--- src/hw/pts_consts.svh ---
// Constants for the pot transfer and stepping command decoder
`ifndef PTS_CONSTS_SVH
`define PTS_CONSTS_SVH
// Address byte upper nibble
`define PTS_ADDR_HI 4'h5
// Instruction codes
`define PTS_OP_W2S 4'hE
`define PTS_OP_S2W 4'hD
`define PTS_OP_STEP 6'h08
// Instruction field positions
`define PTS_SLOT_MSB 3
`define PTS_SLOT_LSB 2
`define PTS_POT_MSB 1
`define PTS_POT_LSB 0
// Wiper reset value and upper step limit
`define PTS_WIPER_RST 8'h00
`define PTS_WIPER_MAX 8'hFF
// Non-volatile write cycle time and clock period
`define PTS_T_WR_NS 5000000
`define PTS_CLK_NS 10
`define PTS_WR_CYC ((`PTS_T_WR_NS + `PTS_CLK_NS - 1) / `PTS_CLK_NS)
`endif

--- src/hw/pts_pkg.sv ---
// Types for the pot transfer and stepping command decoder
package pts_pkg;
    typedef enum logic [2:0] {ST_IDLE, ST_ADDR, ST_INSTR, ST_ACK, ST_STEP, ST_WAIT} pts_state_t;
endpackage

--- src/hw/pts_top.sv ---
// Two-wire command decoder for slot transfers, wiper stepping and deferred programming
// Function
// - Frame S, address, 1110 slot pot instruction, acks, P copies wiper into slot.
// - Frame S, address, 1101 slot pot instruction, wiper loads from slot as the ack begins, then P.
// - Instruction 001000 pot then direction bits without ack, ended by STOP.
// - Slot programming begins only after STOP, not at data acceptance.
// - Address byte 0101 plus four straps is acknowledged only on match.
// - Each step clock moves wiper up with data high below FF, down with data low above 00.
// - Wiper to slot copy is a non-volatile write lasting at least write cycle time.
`timescale 1ns/100ps
`include "pts_consts.svh"
module pts_top #(
    parameter int WR_CYCLES = `PTS_WR_CYC
) (
    // Clock and reset
    input wire logic clk,
    input wire logic rst_n,
    // Two-wire bus pins
    input wire logic scl_i,
    input wire logic sda_i,
    output logic sda_o,
    output logic sda_oe,
    // Address straps
    input wire logic [3:0] addr_strap,
    // Live wiper settings, pot 0 in the low byte
    output logic [31:0] live_wiper_setting,
    // Programming in progress
    output logic nv_busy
);
    localparam int NUM_POTS = 4;
    localparam int CW = $clog2(WR_CYCLES + 1);

    // Input synchronisers and edge history
    logic scl_m_q, scl_s_q, scl_p_q, sda_m_q, sda_s_q, sda_p_q;
    logic [3:0] strap_m_q, strap_s_q;
    always_ff @(posedge clk)
    begin
        if (!rst_n)
        begin
            scl_m_q <= 1'b1;
            scl_s_q <= 1'b1;
            scl_p_q <= 1'b1;
            sda_m_q <= 1'b1;
            sda_s_q <= 1'b1;
            sda_p_q <= 1'b1;
            strap_m_q <= 4'h0;
            strap_s_q <= 4'h0;
        end
        else
        begin
            scl_m_q <= scl_i;
            scl_s_q <= scl_m_q;
            scl_p_q <= scl_s_q;
            sda_m_q <= sda_i;
            sda_s_q <= sda_m_q;
            sda_p_q <= sda_s_q;
            strap_m_q <= addr_strap;
            strap_s_q <= strap_m_q;
        end
    end

    logic rise, fall, start_det, stop_det;
    assign rise = scl_s_q && !scl_p_q;
    assign fall = !scl_s_q && scl_p_q;
    assign start_det = scl_s_q && scl_p_q && sda_p_q && !sda_s_q;
    assign stop_det = scl_s_q && scl_p_q && !sda_p_q && sda_s_q;

    // Protocol state
    pts_pkg::pts_state_t state_q, state_d, after_q, after_d;
    logic [3:0] bitcnt_q, bitcnt_d;
    logic [7:0] shift_q, shift_d;
    logic oe_q, oe_d;
    logic pend_q, pend_d;
    logic [3:0] pend_addr_q, pend_addr_d;
    logic [7:0] pend_data_q, pend_data_d;
    logic busy_q, busy_d;
    logic [CW-1:0] cnt_q, cnt_d;
    logic rd_en_q, rd_en_d, rd_pend_q;
    logic [3:0] rd_addr_q, rd_addr_d;
    logic [1:0] sel_q, sel_d;
    logic dir_q, dir_d, armed_q, armed_d, fire_q, fire_d;
    logic mem_we;
    logic [7:0] mem_rdata;
    logic [7:0] wip_q [NUM_POTS];
    logic addr_ok, is_w2s, is_s2w, is_step;
    logic [1:0] f_pot, f_slot;

    assign addr_ok = (shift_q == {`PTS_ADDR_HI, strap_s_q}) && !busy_q;
    assign is_w2s = shift_q[7:4] == `PTS_OP_W2S;
    assign is_s2w = shift_q[7:4] == `PTS_OP_S2W;
    assign is_step = shift_q[7:2] == `PTS_OP_STEP;
    assign f_pot = shift_q[`PTS_POT_MSB:`PTS_POT_LSB];
    assign f_slot = shift_q[`PTS_SLOT_MSB:`PTS_SLOT_LSB];

    always_comb
    begin
        state_d = state_q;
        after_d = after_q;
        bitcnt_d = bitcnt_q;
        shift_d = shift_q;
        oe_d = oe_q;
        pend_d = pend_q;
        pend_addr_d = pend_addr_q;
        pend_data_d = pend_data_q;
        busy_d = busy_q;
        cnt_d = cnt_q;
        rd_en_d = 1'b0;
        rd_addr_d = rd_addr_q;
        sel_d = sel_q;
        dir_d = dir_q;
        armed_d = armed_q;
        fire_d = 1'b0;
        mem_we = 1'b0;
        if (busy_q)
        begin
            if (cnt_q == '0)
            begin
                busy_d = 1'b0;
            end
            else
            begin
                cnt_d = cnt_q - 1'b1;
            end
        end
        if (start_det)
        begin
            state_d = pts_pkg::ST_ADDR;
            bitcnt_d = 4'h0;
            oe_d = 1'b0;
            armed_d = 1'b0;
        end
        else if (stop_det)
        begin
            state_d = pts_pkg::ST_IDLE;
            oe_d = 1'b0;
            armed_d = 1'b0;
            if (pend_q)
            begin
                mem_we = 1'b1;
                pend_d = 1'b0;
                busy_d = 1'b1;
                cnt_d = CW'(WR_CYCLES - 1);
            end
        end
        else
        begin
            case (state_q)
                pts_pkg::ST_ADDR, pts_pkg::ST_INSTR:
                begin
                    if (rise)
                    begin
                        shift_d = {shift_q[6:0], sda_s_q};
                        bitcnt_d = bitcnt_q + 4'h1;
                    end
                    else if (fall && bitcnt_q == 4'h8)
                    begin
                        state_d = pts_pkg::ST_IDLE;
                        if (state_q == pts_pkg::ST_ADDR)
                        begin
                            if (addr_ok)
                            begin
                                oe_d = 1'b1;
                                state_d = pts_pkg::ST_ACK;
                                after_d = pts_pkg::ST_INSTR;
                            end
                        end
                        else if (is_w2s || is_s2w || is_step)
                        begin
                            oe_d = 1'b1;
                            state_d = pts_pkg::ST_ACK;
                            after_d = pts_pkg::ST_WAIT;
                            sel_d = f_pot;
                            if (is_w2s)
                            begin
                                pend_d = 1'b1;
                                pend_addr_d = {f_pot, f_slot};
                                pend_data_d = wip_q[f_pot];
                            end
                            if (is_s2w)
                            begin
                                rd_en_d = 1'b1;
                                rd_addr_d = {f_pot, f_slot};
                            end
                            if (is_step)
                            begin
                                after_d = pts_pkg::ST_STEP;
                            end
                        end
                    end
                end
                pts_pkg::ST_ACK:
                begin
                    if (fall)
                    begin
                        oe_d = 1'b0;
                        state_d = after_q;
                        bitcnt_d = 4'h0;
                    end
                end
                pts_pkg::ST_STEP:
                begin
                    // sample direction, step at pulse end
                    if (rise)
                    begin
                        dir_d = sda_s_q;
                        armed_d = 1'b1;
                    end
                    else if (fall && armed_q)
                    begin
                        fire_d = 1'b1;
                        armed_d = 1'b0;
                    end
                end
                default:
                begin
                    state_d = state_q;
                end
            endcase
        end
    end

    always_ff @(posedge clk)
    begin
        if (!rst_n)
        begin
            state_q <= pts_pkg::ST_IDLE;
            after_q <= pts_pkg::ST_IDLE;
            bitcnt_q <= 4'h0;
            shift_q <= 8'h00;
            oe_q <= 1'b0;
            pend_q <= 1'b0;
            pend_addr_q <= 4'h0;
            pend_data_q <= 8'h00;
            busy_q <= 1'b0;
            cnt_q <= '0;
            rd_en_q <= 1'b0;
            rd_pend_q <= 1'b0;
            rd_addr_q <= 4'h0;
            sel_q <= 2'h0;
            dir_q <= 1'b0;
            armed_q <= 1'b0;
            fire_q <= 1'b0;
        end
        else
        begin
            state_q <= state_d;
            after_q <= after_d;
            bitcnt_q <= bitcnt_d;
            shift_q <= shift_d;
            oe_q <= oe_d;
            pend_q <= pend_d;
            pend_addr_q <= pend_addr_d;
            pend_data_q <= pend_data_d;
            busy_q <= busy_d;
            cnt_q <= cnt_d;
            rd_en_q <= rd_en_d;
            rd_pend_q <= rd_en_q;
            rd_addr_q <= rd_addr_d;
            sel_q <= sel_d;
            dir_q <= dir_d;
            armed_q <= armed_d;
            fire_q <= fire_d;
        end
    end

    pts_mem #(.AW(4), .DW(8)) u_slots (
        .clk(clk),
        .we(mem_we),
        .waddr(pend_addr_q),
        .wdata(pend_data_q),
        .re(rd_en_q),
        .raddr(rd_addr_q),
        .rdata_q(mem_rdata)
    );

    // Per-pot live wiper setting
    for (genvar i = 0; i < NUM_POTS; i++)
    begin : g_pot
        logic [7:0] wip_d;
        always_comb
        begin
            wip_d = wip_q[i];
            if (rd_pend_q && sel_q == 2'(i))
            begin
                wip_d = mem_rdata;
            end
            else if (fire_q && sel_q == 2'(i))
            begin
                if (dir_q && wip_q[i] != `PTS_WIPER_MAX)
                begin
                    wip_d = wip_q[i] + 8'h01;
                end
                else if (!dir_q && wip_q[i] != `PTS_WIPER_RST)
                begin
                    wip_d = wip_q[i] - 8'h01;
                end
            end
        end
        always_ff @(posedge clk)
        begin
            if (!rst_n)
            begin
                wip_q[i] <= `PTS_WIPER_RST;
            end
            else
            begin
                wip_q[i] <= wip_d;
            end
        end
        assign live_wiper_setting[i*8 +: 8] = wip_q[i];
    end

    assign sda_o = 1'b0;
    assign sda_oe = oe_q;
    assign nv_busy = busy_q;

    logic addr_ack_ev, instr_ack_ev;
    assign addr_ack_ev = !start_det && !stop_det && fall && bitcnt_q == 4'h8 && state_q == pts_pkg::ST_ADDR;
    assign instr_ack_ev = !start_det && !stop_det && fall && bitcnt_q == 4'h8 && state_q == pts_pkg::ST_INSTR;
endmodule

--- src/hw/pts_mem.sv ---
// Stored setting slot memory with registered read data
`timescale 1ns/100ps
module pts_mem #(
    parameter int AW = 4,
    parameter int DW = 8
) (
    // Clock
    input wire logic clk,
    // Write port
    input wire logic we,
    input wire logic [AW-1:0] waddr,
    input wire logic [DW-1:0] wdata,
    // Read port
    input wire logic re,
    input wire logic [AW-1:0] raddr,
    output logic [DW-1:0] rdata_q
);
    logic [DW-1:0] mem [0:(1<<AW)-1];

    always_ff @(posedge clk)
    begin
        if (we)
        begin
            mem[waddr] <= wdata;
        end
        if (re)
        begin
            rdata_q <= mem[raddr];
        end
    end
endmodule

--- config.mk ---
export PLATFORM = sky130hd
export DESIGN_NAME = pts_top
export DESIGN_NICKNAME = d
export VERILOG_FILES = /design/src/hw/pts_pkg.sv /design/src/hw/pts_top.sv /design/src/hw/pts_mem.sv
export VERILOG_INCLUDE_DIRS = /design/src /design/src/hw
export SDC_FILE = /design/constraint.sdc
export NUM_CORES = 1
export LEC_CHECK = 0
export CELL_PAD_IN_SITES_DETAIL_PLACEMENT = 1
export CELL_PAD_IN_SITES_GLOBAL_PLACEMENT = 2
export CORE_MARGIN = 4
export CORE_UTILIZATION = 48
export CTS_CLUSTER_DIAMETER = 120
export DETAILED_ROUTE_END_ITERATION = 7
export DONT_BUFFER_PORTS = 1
export GPL_TIMING_DRIVEN = 1
export PLACE_DENSITY_LB_ADDON = 0.1
export RECOVER_POWER = 25
export SYNTH_ARGS = -nofsm -noshare
export SYNTH_HDL_FRONTEND = slang
export SYNTH_SLANG_ARGS = --single-unit
--- constraint.sdc ---
create_clock -name clk -period 7.1 [get_ports clk]
set_input_delay 0.355 -clock clk [delete_from_list [all_inputs] [get_ports clk]]
set_output_delay 0.355 -clock clk [all_outputs]
set_load 0.005 [all_outputs]
==> results_tabular.tex, run 1 <==
\begin{tabular}{lr}
\hline
Metric & Value \\
\hline
\multicolumn{2}{l}{\textbf{Yosys}} \\
\quad Yosys warns & 0 \\
\quad Most numerous cell types in the synthesized netlist & sky130\_fd\_sc\_hd\_\_edfxtp\_1, sky130\_fd\_sc\_hd\_\_dfxtp\_1, sky130\_fd\_sc\_hd\_\_nor2\_1 \\
\quad Most common cell in the netlist & sky130\_fd\_sc\_hd\_\_edfxtp\_1 \\
\quad Synth top area cells & sky130\_fd\_sc\_hd\_\_edfxtp\_1, sky130\_fd\_sc\_hd\_\_dfxtp\_1, sky130\_fd\_sc\_hd\_\_mux4\_2, sky130\_fd\_sc\_hd\_\_ha\_1, sky130\_fd\_sc\_hd\_\_nand3\_1 \\
\quad Synth Instances & $\sim$960 \\
\quad Count of flip-flops with a built-in enable after synthesis & between 100 and 150 \\
\quad Fraction of registers with async set or reset after synthesis & 0 \\
\quad Share of Yosys cell area claimed by the top area cell type & 0.3555 \\
\quad Mean instance size in the synthesized netlist & $\sim$12 µm² \\
\quad Post-synthesis sequential element count & 245 \\
\quad Dominant register cell in the synthesized netlist & sky130\_fd\_sc\_hd\_\_edfxtp\_1 \\
\quad Count of distinct cell types in the synthesized netlist & 75 \\
\quad Cell area after synthesis & $\sim$0.011 mm² \\
\quad Portion of the post-synthesis area used by sequential elements & 0.5454 \\
\quad Dominant cell type by area after synthesis & sky130\_fd\_sc\_hd\_\_edfxtp\_1 \\
\quad Syn Nets & 995 \\
\multicolumn{2}{l}{\textbf{Place}} \\
\quad Worst Setup Slack post-DPL & roughly 3.9 ns \\
\quad HPWL after DPL & 21.59 mm \\
\quad Post-placement cell count & roughly 1200 \\
\quad PortBufs & 0 \\
\quad Global placement routability congestion & between 0.8 and 0.9 \\
\quad Placed instance area & 0.01175 mm² \\
\multicolumn{2}{l}{\textbf{Power}} \\
\quad Switching portion of total power & 0.2101 \\
\quad Net switching power & just under 0.0006 W \\
\quad Leakage power & between 3 and 4 nW \\
\quad Proportion of power drawn by combinational gates & 0.009 \\
\quad Worst supply voltage drop on vdd & approximately 0.00022 V \\
\quad Cell internal power dissipation & around 0.0022 W \\
\quad Sequential fraction of design power & 0.527 \\
\quad Power per cell area & between 200 and 250 mW/mm² \\
\quad Relative contribution of the clock network to total power & 0.464 \\
\multicolumn{2}{l}{\textbf{Drt}} \\
\quad TritonRoute pass-1 iters & 6 \\
\quad Starting DRT DRC Count & approximately 760 \\
\quad Remaining antenna violation count after routing & 0 \\
\quad Via Count & between 8000 and 9000 \\
\quad Average vias per placed instance & roughly 6.4 \\
\quad Number of remaining DRC errors & 0 \\
\quad Routed len/inst & 24.65 µm \\
\quad Final Routed Wirelength & roughly 32 mm \\
\multicolumn{2}{l}{\textbf{Setup path}} \\
\quad Slack of the worst reg-to-reg path & about 3.8 ns \\
\quad Critical R2R Capture & wip\_q[0][7] \\
\quad Launch instance of the worst register-to-register path & wip\_q[0][0] \\
\quad Worst-case reg-to-reg path depth & 8 \\
\quad CP delay by family, top & compound AO/OA/AOI/OAI gates \\
\quad Critical Path Fanout Max & 8 \\
\quad Nature of the critical path startpoint & flip-flop \\
\quad Cells along the critical path & nand4\_1, o21ai\_0, ha\_1, nand3\_1, o211ai\_1, o41ai\_1, or4b\_2, o311ai\_0 \\
\quad Critical Path Slowest Stage Cell & sky130\_fd\_sc\_hd\_\_o21ai\_0 \\
\quad Kind of capture point of the worst setup path & flip-flop \\
\quad Combined buffer and inverter count along the critical path & 0 \\
\quad Required arrival time at the worst endpoint & approximately 7.5 ns \\
\quad Slowest Stage Delay on Critical Path & around 0.83 ns \\
\quad Critical setup path kind & reg2reg \\
\quad Worst EP arrival & approximately 3.7 ns \\
\multicolumn{2}{l}{\textbf{Min path}} \\
\quad Hold crit path type & in2reg \\
\quad Hold Crit Endpoint & wip\_q[3][7] \\
\quad Cell depth of the worst min-delay path & 2 \\
\quad Source of the worst hold timing path & rst\_n \\
\multicolumn{2}{l}{\textbf{Timing}} \\
\quad Unrepaired setup endpoints after global routing & no \\
\quad Normalized max-slew margin & 0.06808 \\
\quad Maximum clock frequency & slightly above 300 MHz \\
\quad Final-layout worst hold slack & 0.01983 ns \\
\quad Clock period minus final worst setup slack & 3.281 ns \\
\quad Max-slew violation total from the final report & 0 \\
\quad Worst clock skew & around 0.0093 ns \\
\quad Final Hold Vio Count & 0 \\
\quad Final TNS setup & 0 ns \\
\quad Final Cycle Share & 0.4622 \\
\quad Worst Slack Setup Final & 3.819 ns \\
\quad Transition time at the pin with the least slew margin & about 1.4 ns \\
\quad Number of setup violations in the final report & 0 \\
\multicolumn{2}{l}{\textbf{Floorplan}} \\
\quad Die Span X & $\sim$160 µm \\
\quad Number of core rows & 56 \\
\quad Number of top-level pins & 43 \\
\quad Total die area & between 0.02 and 0.03 mm² \\
\quad Placeable Area & 0.02354 mm² \\
\quad Initial cell density of the core & 0.4880 \\
\quad Die height & roughly 160 µm \\
\multicolumn{2}{l}{\textbf{Layout}} \\
\quad Post-Layout Inst Area & between 0.01 and 0.015 mm² \\
\quad Share of final-layout standard cells stronger than drive strength 1 & 0.1224 \\
\quad Final antenna diode count & 0 \\
\quad FF+latch area & around 0.0063 mm² \\
\quad Number of standard cells in the final layout excluding fillers & about 1300 \\
\quad Multi-input gate area in the final layout & approximately 0.0050 mm² \\
\quad Final net count & approximately 1000 \\
\quad Synthesis-to-layout area growth & 10.34\% \\
\quad \# fillers & approximately 2400 \\
\multicolumn{2}{l}{\textbf{Outcome}} \\
\quad Run status & complete, no violations \\
\multicolumn{2}{l}{\textbf{Clocking}} \\
\quad Number of clock sinks & 245 \\
\quad CTS tree & built \\
\quad Clock network latency to the later pin of the worst-skew pair & $\sim$0.55 ns \\
\quad Deepest level of the CTS H-tree & 1 \\
\quad Maximum number of buffers from clock root to sink & 3 \\
\quad Cell at the root of the clock tree & sky130\_fd\_sc\_hd\_\_clkbuf\_16 \\
\quad Total CTS buffers & 27 \\
\quad Clock slew at reported path FFs & around 0.060 ns \\
\quad Post-CTS resize count & 0 \\
\multicolumn{2}{l}{\textbf{Global routing}} \\
\quad Pin count of the biggest net entering global routing & 44 \\
\quad GRT Util Overall & 0.2428 \\
\quad Congestion Overflow GR & 0 \\
\quad Vias in the first global route & 8565 \\
\quad Antenna violations before repair & 0 \\
\quad Wire length of the first global-routing pass & 50.67 mm \\
\multicolumn{2}{l}{\textbf{Job}} \\
\quad Maximum Capacitance Violations & 0 \\
\hline
\end{tabular}
area by class of cell:
class / count / area share
clock buffer: 32 / 0.05478
timing repair buffer: 13 / 0.01007
multi-input combinational: 644 / 0.3930
clock inverter: 18 / 0.01027
inverter: 20 / 0.005922
tap: 319 / 0.03149
sequential: 245 / 0.4945
power groups by stage:
stage          combinational [W]  sequential [W]  clock (W)
2_1_floorplan          0.0000182         0.00152          0
3_3_place_gp           0.0000176         0.00152          0
3_5_place_dp           0.0000180         0.00152          0
4_1_cts                0.0000272         0.00149    0.00134
5_1_grt                0.0000291         0.00149    0.00140
6_report               0.0000266         0.00149    0.00131
cell usage in the layout, fill, tap and decap left out, types with 10 or more instances in the layout:
cell and n:
sky130_fd_sc_hd__a22oi_1 11, sky130_fd_sc_hd__xnor2_1 11, sky130_fd_sc_hd__a211oi_1 12, sky130_fd_sc_hd__inv_1 19
sky130_fd_sc_hd__nand3_1 50, sky130_fd_sc_hd__nand2_1 58, sky130_fd_sc_hd__nor3_1 14, sky130_fd_sc_hd__a21oi_1 47
sky130_fd_sc_hd__edfxtp_1 136, sky130_fd_sc_hd__o21ai_0 41, sky130_fd_sc_hd__mux4_2 48, sky130_fd_sc_hd__nor2b_1 11
sky130_fd_sc_hd__and2_1 10, sky130_fd_sc_hd__dfxtp_1 107, sky130_fd_sc_hd__ha_1 28, sky130_fd_sc_hd__xor2_1 17
sky130_fd_sc_hd__or4_1 10, sky130_fd_sc_hd__a31oi_1 18, sky130_fd_sc_hd__nor2_1 66, sky130_fd_sc_hd__nand2b_1 11
sky130_fd_sc_hd__mux2i_1 16, sky130_fd_sc_hd__clkbuf_16 27, sky130_fd_sc_hd__nor4_1 15
timing repair:
item                                    CTS  global route
endpoints found under the setup margin    0             0
setup buffers                             0             0
endpoints found under the hold margin    34             0
hold buffers                              8             0
cells by family after synthesis:
group                    Yosys count  synth area share
buffers and inverters             66           0.02200
multiplexers                      67            0.1110
AND/OR/NAND/NOR                  317            0.1481
AO/OA/AOI/OAI                    199            0.1144
flip-flops                       245            0.5454
adder cells (fa/ha/maj)           32           0.03747
other                              1         0.0003264
XOR/XNOR                          28           0.02135
routing by layer:
layer | global-route usage | vias to the layer above | wire length [µm] | share of wire
met5 | 0 | - | 0 | 0
met3 | 0.03569 | 49 | 1668 | 0.052
li1 | - | 3713 | - | -
met1 | 0.3293 | 4210 | 13510 | 0.42
met2 | 0.4185 | 231 | 15940 | 0.50
met4 | 0.05261 | 0 | 713 | 0.022
sequential cells by signal, indices dropped and copies added (netlist names), 4 cells and up:
name	count
shift_q	8
rd_addr_q	4
bitcnt_q	4
cnt_q	19
strap_m_q	4
pend_addr_q	4
pend_data_q	8
u_slots.rdata_q	8
wip_q	32
strap_s_q	4
u_slots.mem	128
worst reg2reg max path, stage by stage, from the launching register on:
cell                       delay (ns)
sky130_fd_sc_hd__dfxtp_1         0.53
sky130_fd_sc_hd__nand4_1         0.23
sky130_fd_sc_hd__o21ai_0         0.83
sky130_fd_sc_hd__ha_1            0.33
sky130_fd_sc_hd__nand3_1         0.10
sky130_fd_sc_hd__o211ai_1        0.27
sky130_fd_sc_hd__o41ai_1         0.13
sky130_fd_sc_hd__or4b_2          0.64
sky130_fd_sc_hd__o311ai_0        0.11
per-stage QoR:
| step | util | total power [W] |
|---|---|---|
| 2_1_floorplan | - | 0.001535 |
| 3_3_place_gp | 0.4990 | 0.001536 |
| 3_5_place_dp | 0.4990 | 0.001537 |
| 4_1_cts | 0.5379 | 0.002854 |
| 5_1_grt | 0.5384 | 0.002921 |
| 6_report | 0.5384 | 0.002826 |
worst max path at each step:
stage	startpoint	end	slack, ns	depth (start not counted)
5_1_grt	wip_q[0][0]	wip_q[0][7]	3.60	8
4_1_cts	wip_q[0][0]	wip_q[0][7]	3.86	8
2_1_floorplan	dir_q	wip_q[0][7]	4.30	9
6_report	wip_q[0][0]	wip_q[0][7]	3.82	8
3_5_place_dp	wip_q[0][0]	wip_q[0][7]	3.87	8
3_3_place_gp	wip_q[1][0]	wip_q[1][6]	4.07	8
(Power assumes the default switching activity.)
==> run 2: changes to the inputs <==
--- a/config.mk
+++ b/config.mk
@@ -6,10 +6,11 @@
 export SDC_FILE = /design/constraint.sdc
 export NUM_CORES = 1
 export LEC_CHECK = 0
+export ABC_AREA = 1
 export CELL_PAD_IN_SITES_DETAIL_PLACEMENT = 1
 export CELL_PAD_IN_SITES_GLOBAL_PLACEMENT = 2
 export CORE_MARGIN = 4
-export CORE_UTILIZATION = 48
+export CORE_UTILIZATION = 39
 export CTS_CLUSTER_DIAMETER = 120
 export DETAILED_ROUTE_END_ITERATION = 7
 export DONT_BUFFER_PORTS = 1
==> constraint.sdc (replaced) <==
create_clock -name clk -period 3.2 [get_ports clk]
set_input_delay 0.16 -clock clk [delete_from_list [all_inputs] [get_ports clk]]
set_output_delay 0.16 -clock clk [all_outputs]
set_load 0.005 [all_outputs]
==> run 2 against run 1 <==
Compared with the run above: die area is 29% higher; register-to-register slack got worse by 3.2 ns; sequential share of layout area fell by 4.2 points; critical path type unchanged; largest power group unchanged.
==> results_tabular.tex, run 2 <==
\begin{tabular}{lr}
\hline
Metric & Value \\
\hline
\multicolumn{2}{l}{\textbf{Yosys}} \\
\quad Dominant cell type by area after synthesis & sky130\_fd\_sc\_hd\_\_edfxtp\_1 \\
\quad Mean instance size in the synthesized netlist & between 8 and 9 µm² \\
\quad Most numerous cell types in the synthesized netlist & sky130\_fd\_sc\_hd\_\_nand2\_1, sky130\_fd\_sc\_hd\_\_nor2\_1, sky130\_fd\_sc\_hd\_\_edfxtp\_1 \\
\quad Synth top area cells & sky130\_fd\_sc\_hd\_\_edfxtp\_1, sky130\_fd\_sc\_hd\_\_dfxtp\_1, sky130\_fd\_sc\_hd\_\_nand2\_1, sky130\_fd\_sc\_hd\_\_nor2\_1, sky130\_fd\_sc\_hd\_\_o21ai\_0 \\
\quad Synth Instances & 1450 \\
\quad Post-synthesis sequential element count & 245 \\
\quad Fraction of registers with async set or reset after synthesis & 0 \\
\quad Dominant register cell in the synthesized netlist & sky130\_fd\_sc\_hd\_\_edfxtp\_1 \\
\quad Portion of the post-synthesis area used by sequential elements & 0.5157 \\
\quad Cell area after synthesis & roughly 0.012 mm² \\
\quad Share of Yosys cell area claimed by the top area cell type & 0.3361 \\
\quad Yosys warns & 0 \\
\quad Count of flip-flops with a built-in enable after synthesis & approximately 140 \\
\quad Syn Nets & 1490 \\
\quad Most common cell in the netlist & sky130\_fd\_sc\_hd\_\_nand2\_1 \\
\quad Count of distinct cell types in the synthesized netlist & 46 \\
\multicolumn{2}{l}{\textbf{Place}} \\
\quad Worst Setup Slack post-DPL & 0.6075 ns \\
\quad Placed instance area & 0.01280 mm² \\
\quad PortBufs & 0 \\
\quad HPWL after DPL & $\sim$25 mm \\
\quad Global placement routability congestion & 0.8577 \\
\multicolumn{2}{l}{\textbf{Setup path}} \\
\quad Critical R2R Capture & wip\_q[3][4] \\
\quad Kind of capture point of the worst setup path & flip-flop \\
\quad Critical Path Fanout Max & 10 \\
\quad Nature of the critical path startpoint & flip-flop \\
\quad Required arrival time at the worst endpoint & approximately 3.6 ns \\
\quad Slack of the worst reg-to-reg path & between 0.6 and 0.7 ns \\
\quad End point of the critical path & wip\_q[3][4] \\
\quad Critical setup path kind & reg2reg \\
\quad Crit path from & wip\_q[3][0] \\
\quad Launch instance of the worst register-to-register path & wip\_q[3][0] \\
\quad Worst EP arrival & between 2 and 3 ns \\
\quad Worst-case reg-to-reg path depth & 12 \\
\multicolumn{2}{l}{\textbf{Timing}} \\
\quad Final-layout worst hold slack & 0.2507 ns \\
\quad Worst Slack Setup Final & 0.6198 ns \\
\quad Final Hold Vio Count & 0 \\
\quad Maximum clock frequency & 387.6 MHz \\
\quad Final TNS setup & 0 ns \\
\quad Max-slew violation total from the final report & 0 \\
\quad Transition time at the pin with the least slew margin & about 0.85 ns \\
\quad Clock period minus final worst setup slack & 2.580 ns \\
\quad Normalized max-slew margin & 0.4286 \\
\quad Unrepaired setup endpoints after global routing & no \\
\quad Number of setup violations in the final report & 0 \\
\quad Worst clock skew & between 0.01 and 0.015 ns \\
\quad Final Cycle Share & 0.8063 \\
\multicolumn{2}{l}{\textbf{Floorplan}} \\
\quad Total die area & roughly 0.034 mm² \\
\quad Number of core rows & 64 \\
\quad Initial cell density of the core & 0.3962 \\
\quad Die height & roughly 180 µm \\
\quad Number of top-level pins & 43 \\
\quad Placeable Area & just over 0.03 mm² \\
\quad Die Span X & 184.5 µm \\
\multicolumn{2}{l}{\textbf{Clocking}} \\
\quad Total CTS buffers & 29 \\
\quad Buffers inserted by post-CTS timing repair & 0 \\
\quad Maximum number of buffers from clock root to sink & 3 \\
\quad Clock network latency to the later pin of the worst-skew pair & between 0.5 and 0.6 ns \\
\quad Cell at the root of the clock tree & sky130\_fd\_sc\_hd\_\_clkbuf\_16 \\
\quad Deepest level of the CTS H-tree & 1 \\
\quad Number of clock sinks & approximately 250 \\
\quad Clock slew at reported path FFs & $\sim$0.06 ns \\
\quad CTS tree & built \\
\multicolumn{2}{l}{\textbf{Power}} \\
\quad Worst supply voltage drop on vdd & $\sim$0.00038 V \\
\quad Power per cell area & between 500 and 600 mW/mm² \\
\quad Leakage power & between 5 and 6 nW \\
\multicolumn{2}{l}{\textbf{Outcome}} \\
\quad Run status & complete, no violations \\
\multicolumn{2}{l}{\textbf{Layout}} \\
\quad Commonest cells after routing, fill and taps aside & sky130\_fd\_sc\_hd\_\_nand2\_1, sky130\_fd\_sc\_hd\_\_nor2\_1, sky130\_fd\_sc\_hd\_\_edfxtp\_1 \\
\quad Final antenna diode count & 0 \\
\quad Share of final-layout standard cells stronger than drive strength 1 & 0.07896 \\
\quad Number of flip-flops in the largest register & between 100 and 150 \\
\quad Post-Layout Inst Area & approximately 0.014 mm² \\
\quad Most common cell after layout, fill and taps aside & sky130\_fd\_sc\_hd\_\_nand2\_1 \\
\quad Final net count & 1528 \\
\quad FF+latch area & 0.006269 mm² \\
\quad \# fillers & around 3600 \\
\quad Biggest regs & u\_slots.mem (128), wip\_q (32), cnt\_q (19) \\
\quad Synthesis-to-layout area growth & 13.97\% \\
\quad Most flop-heavy register & u\_slots.mem \\
\quad Multi-input gate area in the final layout & about 0.0052 mm² \\
\multicolumn{2}{l}{\textbf{Min path}} \\
\quad Hold crit path type & in2reg \\
\multicolumn{2}{l}{\textbf{Global routing}} \\
\quad Wire length of the first global-routing pass & 58.43 mm \\
\quad Antenna violations before repair & 0 \\
\quad GRT Util Overall & 0.2166 \\
\quad Vias in the first global route & 10490 \\
\quad Congestion Overflow GR & 0 \\
\quad Pin count of the biggest net entering global routing & 50 \\
\multicolumn{2}{l}{\textbf{Drt}} \\
\quad Final Routed Wirelength & 36.64 mm \\
\quad Remaining antenna violation count after routing & 0 \\
\quad Starting DRT DRC Count & about 550 \\
\quad Number of remaining DRC errors & 0 \\
\quad Routed len/inst & a little under 20 µm \\
\quad Via Count & 10020 \\
\quad TritonRoute pass-1 iters & 6 \\
\quad Average vias per placed instance & roughly 5.3 \\
\multicolumn{2}{l}{\textbf{Job}} \\
\quad Maximum Capacitance Violations & 0 \\
\hline
\end{tabular}
[run 2: changes by cell type after synthesis, sizes merged, moves of 16 or more]
cell,previous run,this run
nand2,58,338
nor2,66,204
inv,20,131
o21ai,41,123
mux4,48,0
nand3,50,92
a21oi,47,83
o211ai,9,27
a31oi,18,2
[run 2: cells by family after synthesis]
group                    Yosys count  share of synthesized area
adder cells (fa/ha/maj)           32                    0.03542
AO/OA/AOI/OAI                    269                     0.1234
multiplexers                      21                    0.01730
other                              1                  0.0003086
flip-flops                       245                     0.5157
buffers and inverters            183                    0.05859
XOR/XNOR                          20                    0.01442
AND/OR/NAND/NOR                  679                     0.2350
[run 2: routing by layer]
layer / GRT usage / wire (µm) / vias to the layer above
li1: - / - / 4966
met1: 0.2846 / 16260 / 4856
met2: 0.3847 / 17990 / 155
met3: 0.02941 / 1684 / 44
met4: 0.04259 / 703 / 0
met5: 0 / 0 / -
[run 2: metrics by stage]
step           utilization  total power, W  instances
2_1_floorplan            -        0.003668       1450
3_3_place_gp        0.4173        0.003739       1844
3_5_place_dp        0.4173        0.003742       1844
4_1_cts             0.4516        0.007114       1903
5_1_grt             0.4516        0.007319       1903
6_report            0.4516        0.007014       1903
[run 2: repair_timing]
| item | 4_1_cts | 5_1_grt |
|---|---|---|
| resized for setup | 0 | 0 |
| setup endpoints to repair | 0 | 0 |
| hold buffers | 9 | 0 |
| endpoints found under the hold margin | 60 | 0 |
[run 2: where the power goes]
part | switching (W) | internal, W
combinational | 0.000228 | 0.000105
sequential | 0.0000379 | 0.00332
clock | 0.00131 | 0.00201
total | 0.00158 | 0.00544
[run 2: worst min path at each step]
| stage | start | endpoint | slack [ns] | cells after the start |
|---|---|---|---|---|
| after floorplan | addr_strap[0] | strap_m_q[0] | 0.26 | 2 |
| after global placement | rst_n | scl_p_q | 0.23 | 1 |
| after detailed placement | rst_n | scl_p_q | 0.24 | 1 |
| after CTS | scl_i | scl_m_q | 0.22 | 2 |
| after global routing | sda_i | sda_m_q | 0.25 | 2 |
| final | sda_i | sda_m_q | 0.25 | 2 |
[run 2: worst max-delay path, cell delays in order (launching register included)]
cell                      delay, ns
sky130_fd_sc_hd__dfxtp_1       0.61
sky130_fd_sc_hd__nand2_1       0.10
sky130_fd_sc_hd__nor2_1        0.13
sky130_fd_sc_hd__nand2_1       0.08
sky130_fd_sc_hd__nand2_1       0.30
sky130_fd_sc_hd__ha_1          0.37
sky130_fd_sc_hd__a21oi_1       0.19
sky130_fd_sc_hd__nand2_1       0.08
sky130_fd_sc_hd__or2_2         0.27
sky130_fd_sc_hd__nand3_1       0.06
sky130_fd_sc_hd__o21ai_0       0.10
sky130_fd_sc_hd__nand2_1       0.08
sky130_fd_sc_hd__a21oi_1       0.05
[run 2: layout make-up]
class                      count  area share
multi-input combinational   1022      0.3736
tap                          396     0.03578
inverter                     136     0.03686
clock inverter                12     0.01310
clock buffer                  38     0.05556
sequential                   245      0.4526
timing repair buffer          54     0.03252
==> run 3: changes to the inputs <==
--- a/config.mk
+++ b/config.mk
@@ -10,7 +10,7 @@
 export CELL_PAD_IN_SITES_DETAIL_PLACEMENT = 1
 export CELL_PAD_IN_SITES_GLOBAL_PLACEMENT = 2
 export CORE_MARGIN = 4
-export CORE_UTILIZATION = 39
+export CORE_UTILIZATION = 36
 export CTS_CLUSTER_DIAMETER = 120
 export DETAILED_ROUTE_END_ITERATION = 7
 export DONT_BUFFER_PORTS = 1
==> constraint.sdc (replaced) <==
create_clock -name clk -period 2.25 [get_ports clk]
set_input_delay 0.1125 -clock clk [delete_from_list [all_inputs] [get_ports clk]]
set_output_delay 0.1125 -clock clk [all_outputs]
set_load 0.005 [all_outputs]
==> run 3 against run 2 <==
Compared with the run above: critical path depth decreased by 3; largest power group is now clock; highest routed layer unchanged; via count increased by 0.54%; routed wire length increased by 2.5%; sequential share of layout area decreased by 1.3 points; flip-flop and latch count unchanged; combinational power increased by 47%; cell count increased by 4.6%.
==> results_tabular.tex, run 3 (synthesis gave the netlist of run 2 again) <==
\begin{tabular}{lr}
\hline
Metric & Value \\
\hline
\multicolumn{2}{l}{\textbf{Floorplan}} \\
\quad Initial cell density of the core & 0.3633 \\
\quad Placeable Area & between 0.03 and 0.04 mm² \\
\quad Die Span X & about 190 µm \\
\quad Die height & between 150 and 200 µm \\
\quad Total die area & 0.03676 mm² \\
\quad Number of core rows & 67 \\
\quad Number of top-level pins & 43 \\
\multicolumn{2}{l}{\textbf{Clocking}} \\
\quad CTS tree & built \\
\quad Buffers inserted by post-CTS timing repair & 0 \\
\quad Maximum number of buffers from clock root to sink & 3 \\
\quad Total CTS buffers & 28 \\
\quad Clock slew at reported path FFs & 0.06 ns \\
\quad Clock network latency to the later pin of the worst-skew pair & 0.58 ns \\
\quad Cell at the root of the clock tree & sky130\_fd\_sc\_hd\_\_clkbuf\_16 \\
\quad Number of clock sinks & 245 \\
\quad Deepest level of the CTS H-tree & 1 \\
\multicolumn{2}{l}{\textbf{Setup path}} \\
\quad Crit path from & dir\_q \\
\quad Critical setup path kind & reg2reg \\
\quad Required arrival time at the worst endpoint & between 2 and 3 ns \\
\quad Slack of the worst reg-to-reg path & roughly 0.14 ns \\
\quad Worst-case reg-to-reg path depth & 9 \\
\quad Critical Path Fanout Max & 8 \\
\quad Worst EP arrival & between 2 and 3 ns \\
\quad Launch instance of the worst register-to-register path & dir\_q \\
\quad Critical R2R Capture & wip\_q[2][3] \\
\quad Kind of capture point of the worst setup path & flip-flop \\
\quad Nature of the critical path startpoint & flip-flop \\
\quad End point of the critical path & wip\_q[2][3] \\
\multicolumn{2}{l}{\textbf{Timing}} \\
\quad Final-layout worst hold slack & roughly 0.16 ns \\
\quad Transition time at the pin with the least slew margin & just over 0.8 ns \\
\quad Final TNS setup & 0 ns \\
\quad Maximum clock frequency & approximately 470 MHz \\
\quad Number of setup violations in the final report & 0 \\
\quad Worst clock skew & between 0.03 and 0.04 ns \\
\quad Clock period minus final worst setup slack & about 2.1 ns \\
\quad Worst Slack Setup Final & roughly 0.14 ns \\
\quad Final Hold Vio Count & 0 \\
\quad Unrepaired setup endpoints after global routing & no \\
\quad Final Cycle Share & 0.9397 \\
\quad Max-slew violation total from the final report & 0 \\
\quad Normalized max-slew margin & 0.4565 \\
\multicolumn{2}{l}{\textbf{Drt}} \\
\quad Via Count & around 10000 \\
\quad Final Routed Wirelength & between 30 and 40 mm \\
\quad TritonRoute pass-1 iters & 7 \\
\quad Remaining antenna violation count after routing & 0 \\
\quad Average vias per placed instance & 5.063 \\
\quad Starting DRT DRC Count & between 400 and 500 \\
\quad Routed len/inst & 18.88 µm \\
\quad Number of remaining DRC errors & 0 \\
\multicolumn{2}{l}{\textbf{Power}} \\
\quad Cell internal power dissipation & between 0.007 and 0.008 W \\
\quad Relative contribution of the clock network to total power & 0.477 \\
\quad Switching portion of total power & 0.2266 \\
\quad Sequential fraction of design power & 0.474 \\
\quad Proportion of power drawn by combinational gates & 0.049 \\
\quad Leakage power & 5.408 nW \\
\quad Worst supply voltage drop on vdd & between 0.0005 and 0.0006 V \\
\quad Net switching power & 0.002283 W \\
\quad Power per cell area & $\sim$710 mW/mm² \\
\multicolumn{2}{l}{\textbf{Layout}} \\
\quad Final net count & between 1500 and 2000 \\
\quad \# fillers & between 3000 and 4000 \\
\quad Share of final-layout standard cells stronger than drive strength 1 & 0.1070 \\
\quad Final antenna diode count & 0 \\
\quad Most common cell after layout, fill and taps aside & sky130\_fd\_sc\_hd\_\_nand2\_1 \\
\quad Commonest cells after routing, fill and taps aside & sky130\_fd\_sc\_hd\_\_nand2\_1, sky130\_fd\_sc\_hd\_\_nor2\_1, sky130\_fd\_sc\_hd\_\_edfxtp\_1 \\
\quad Number of flip-flops in the largest register & $\sim$130 \\
\quad Most flop-heavy register & u\_slots.mem \\
\quad Post-layout utilization of the core & 0.4260 \\
\quad Post-Layout Inst Area & approximately 0.014 mm² \\
\quad Multi-input gate area in the final layout & roughly 0.0052 mm² \\
\quad FF+latch area & around 0.0063 mm² \\
\quad Synthesis-to-layout area growth & 17.27\% \\
\quad Biggest regs & u\_slots.mem (128), wip\_q (32), cnt\_q (19) \\
\multicolumn{2}{l}{\textbf{Place}} \\
\quad Worst Setup Slack post-DPL & 0.01096 ns \\
\quad PortBufs & 0 \\
\quad Placed instance area & roughly 0.013 mm² \\
\quad Global placement routability congestion & 0.8538 \\
\quad HPWL after DPL & around 26 mm \\
\multicolumn{2}{l}{\textbf{Global routing}} \\
\quad Antenna violations before repair & 0 \\
\quad Vias in the first global route & about 10000 \\
\quad Pin count of the biggest net entering global routing & around 50 \\
\quad Congestion Overflow GR & 0 \\
\quad GRT Util Overall & 0.2041 \\
\quad Wire length of the first global-routing pass & just under 60 mm \\
\multicolumn{2}{l}{\textbf{Outcome}} \\
\quad Run status & complete, no violations \\
\multicolumn{2}{l}{\textbf{Min path}} \\
\quad Hold crit path type & in2reg \\
\multicolumn{2}{l}{\textbf{Job}} \\
\quad Maximum Capacitance Violations & 0 \\
\hline
\end{tabular}
[run 3: through the flow]
| stage | total power [W] | instances |
|---|---|---|
| 6_report | 0.01008 | 1990 |
| 5_1_grt | 0.01050 | 1990 |
| 4_1_cts | 0.01023 | 1990 |
| 3_5_place_dp | 0.005334 | 1929 |
| 3_3_place_gp | 0.005328 | 1929 |
| 2_1_floorplan | 0.005216 | 1450 |
[run 3: what timing repair did]
| action | in CTS | in global routing |
|---|---|---|
| hold endpoints to repair | 58 | 0 |
| hold buffers | 9 | 0 |
| resized for setup | 0 | 12 |
| endpoints found under the setup margin | 0 | 20 |
[run 3: worst min-delay path by stage]
stage / startpoint / end / slack (ns) / cells after the start
after floorplan: addr_strap[0] / strap_m_q[0] / 0.21 / 2
after CTS: addr_strap[0] / strap_m_q[0] / 0.15 / 3
final: sda_i / sda_m_q / 0.16 / 2
after global placement: rst_n / scl_p_q / 0.18 / 1
after global routing: sda_i / sda_m_q / 0.15 / 2
after detailed placement: rst_n / scl_p_q / 0.19 / 1
[run 3: power by group through the flow]
stage	clock, W	sequential [W]	combinational (W)
floorplan	0	0.00486	0.000359
global placement	0	0.00487	0.000457
detailed placement	0	0.00487	0.000463
CTS	0.00496	0.00477	0.000494
global route	0.00515	0.00478	0.000568
finish	0.00481	0.00477	0.000490
[run 3: per-layer routing]
layer	track usage	wire, µm
met1	0.2684	17150
met2	0.3579	18270
met3	0.03272	1470
met4	0.03923	678
met5	0	0
[run 3: area by class of cell]
type | count | area share
tap | 448 | 0.03934
clock inverter | 14 | 0.01405
clock buffer | 38 | 0.05497
multi-input combinational | 1022 | 0.3661
inverter | 136 | 0.03582
timing repair buffer | 87 | 0.04987
sequential | 245 | 0.4399
[run 3: critical path, cell delays in order, from the launching register on]
cell and delay [ns]:
sky130_fd_sc_hd__dfxtp_1 0.46, sky130_fd_sc_hd__buf_12 0.18, sky130_fd_sc_hd__nand2_4 0.10, sky130_fd_sc_hd__ha_1 0.38
sky130_fd_sc_hd__nand2_1 0.13, sky130_fd_sc_hd__nand3_1 0.13, sky130_fd_sc_hd__xnor2_1 0.14, sky130_fd_sc_hd__o21ai_0 0.28
sky130_fd_sc_hd__nand2_1 0.11, sky130_fd_sc_hd__a21oi_1 0.13
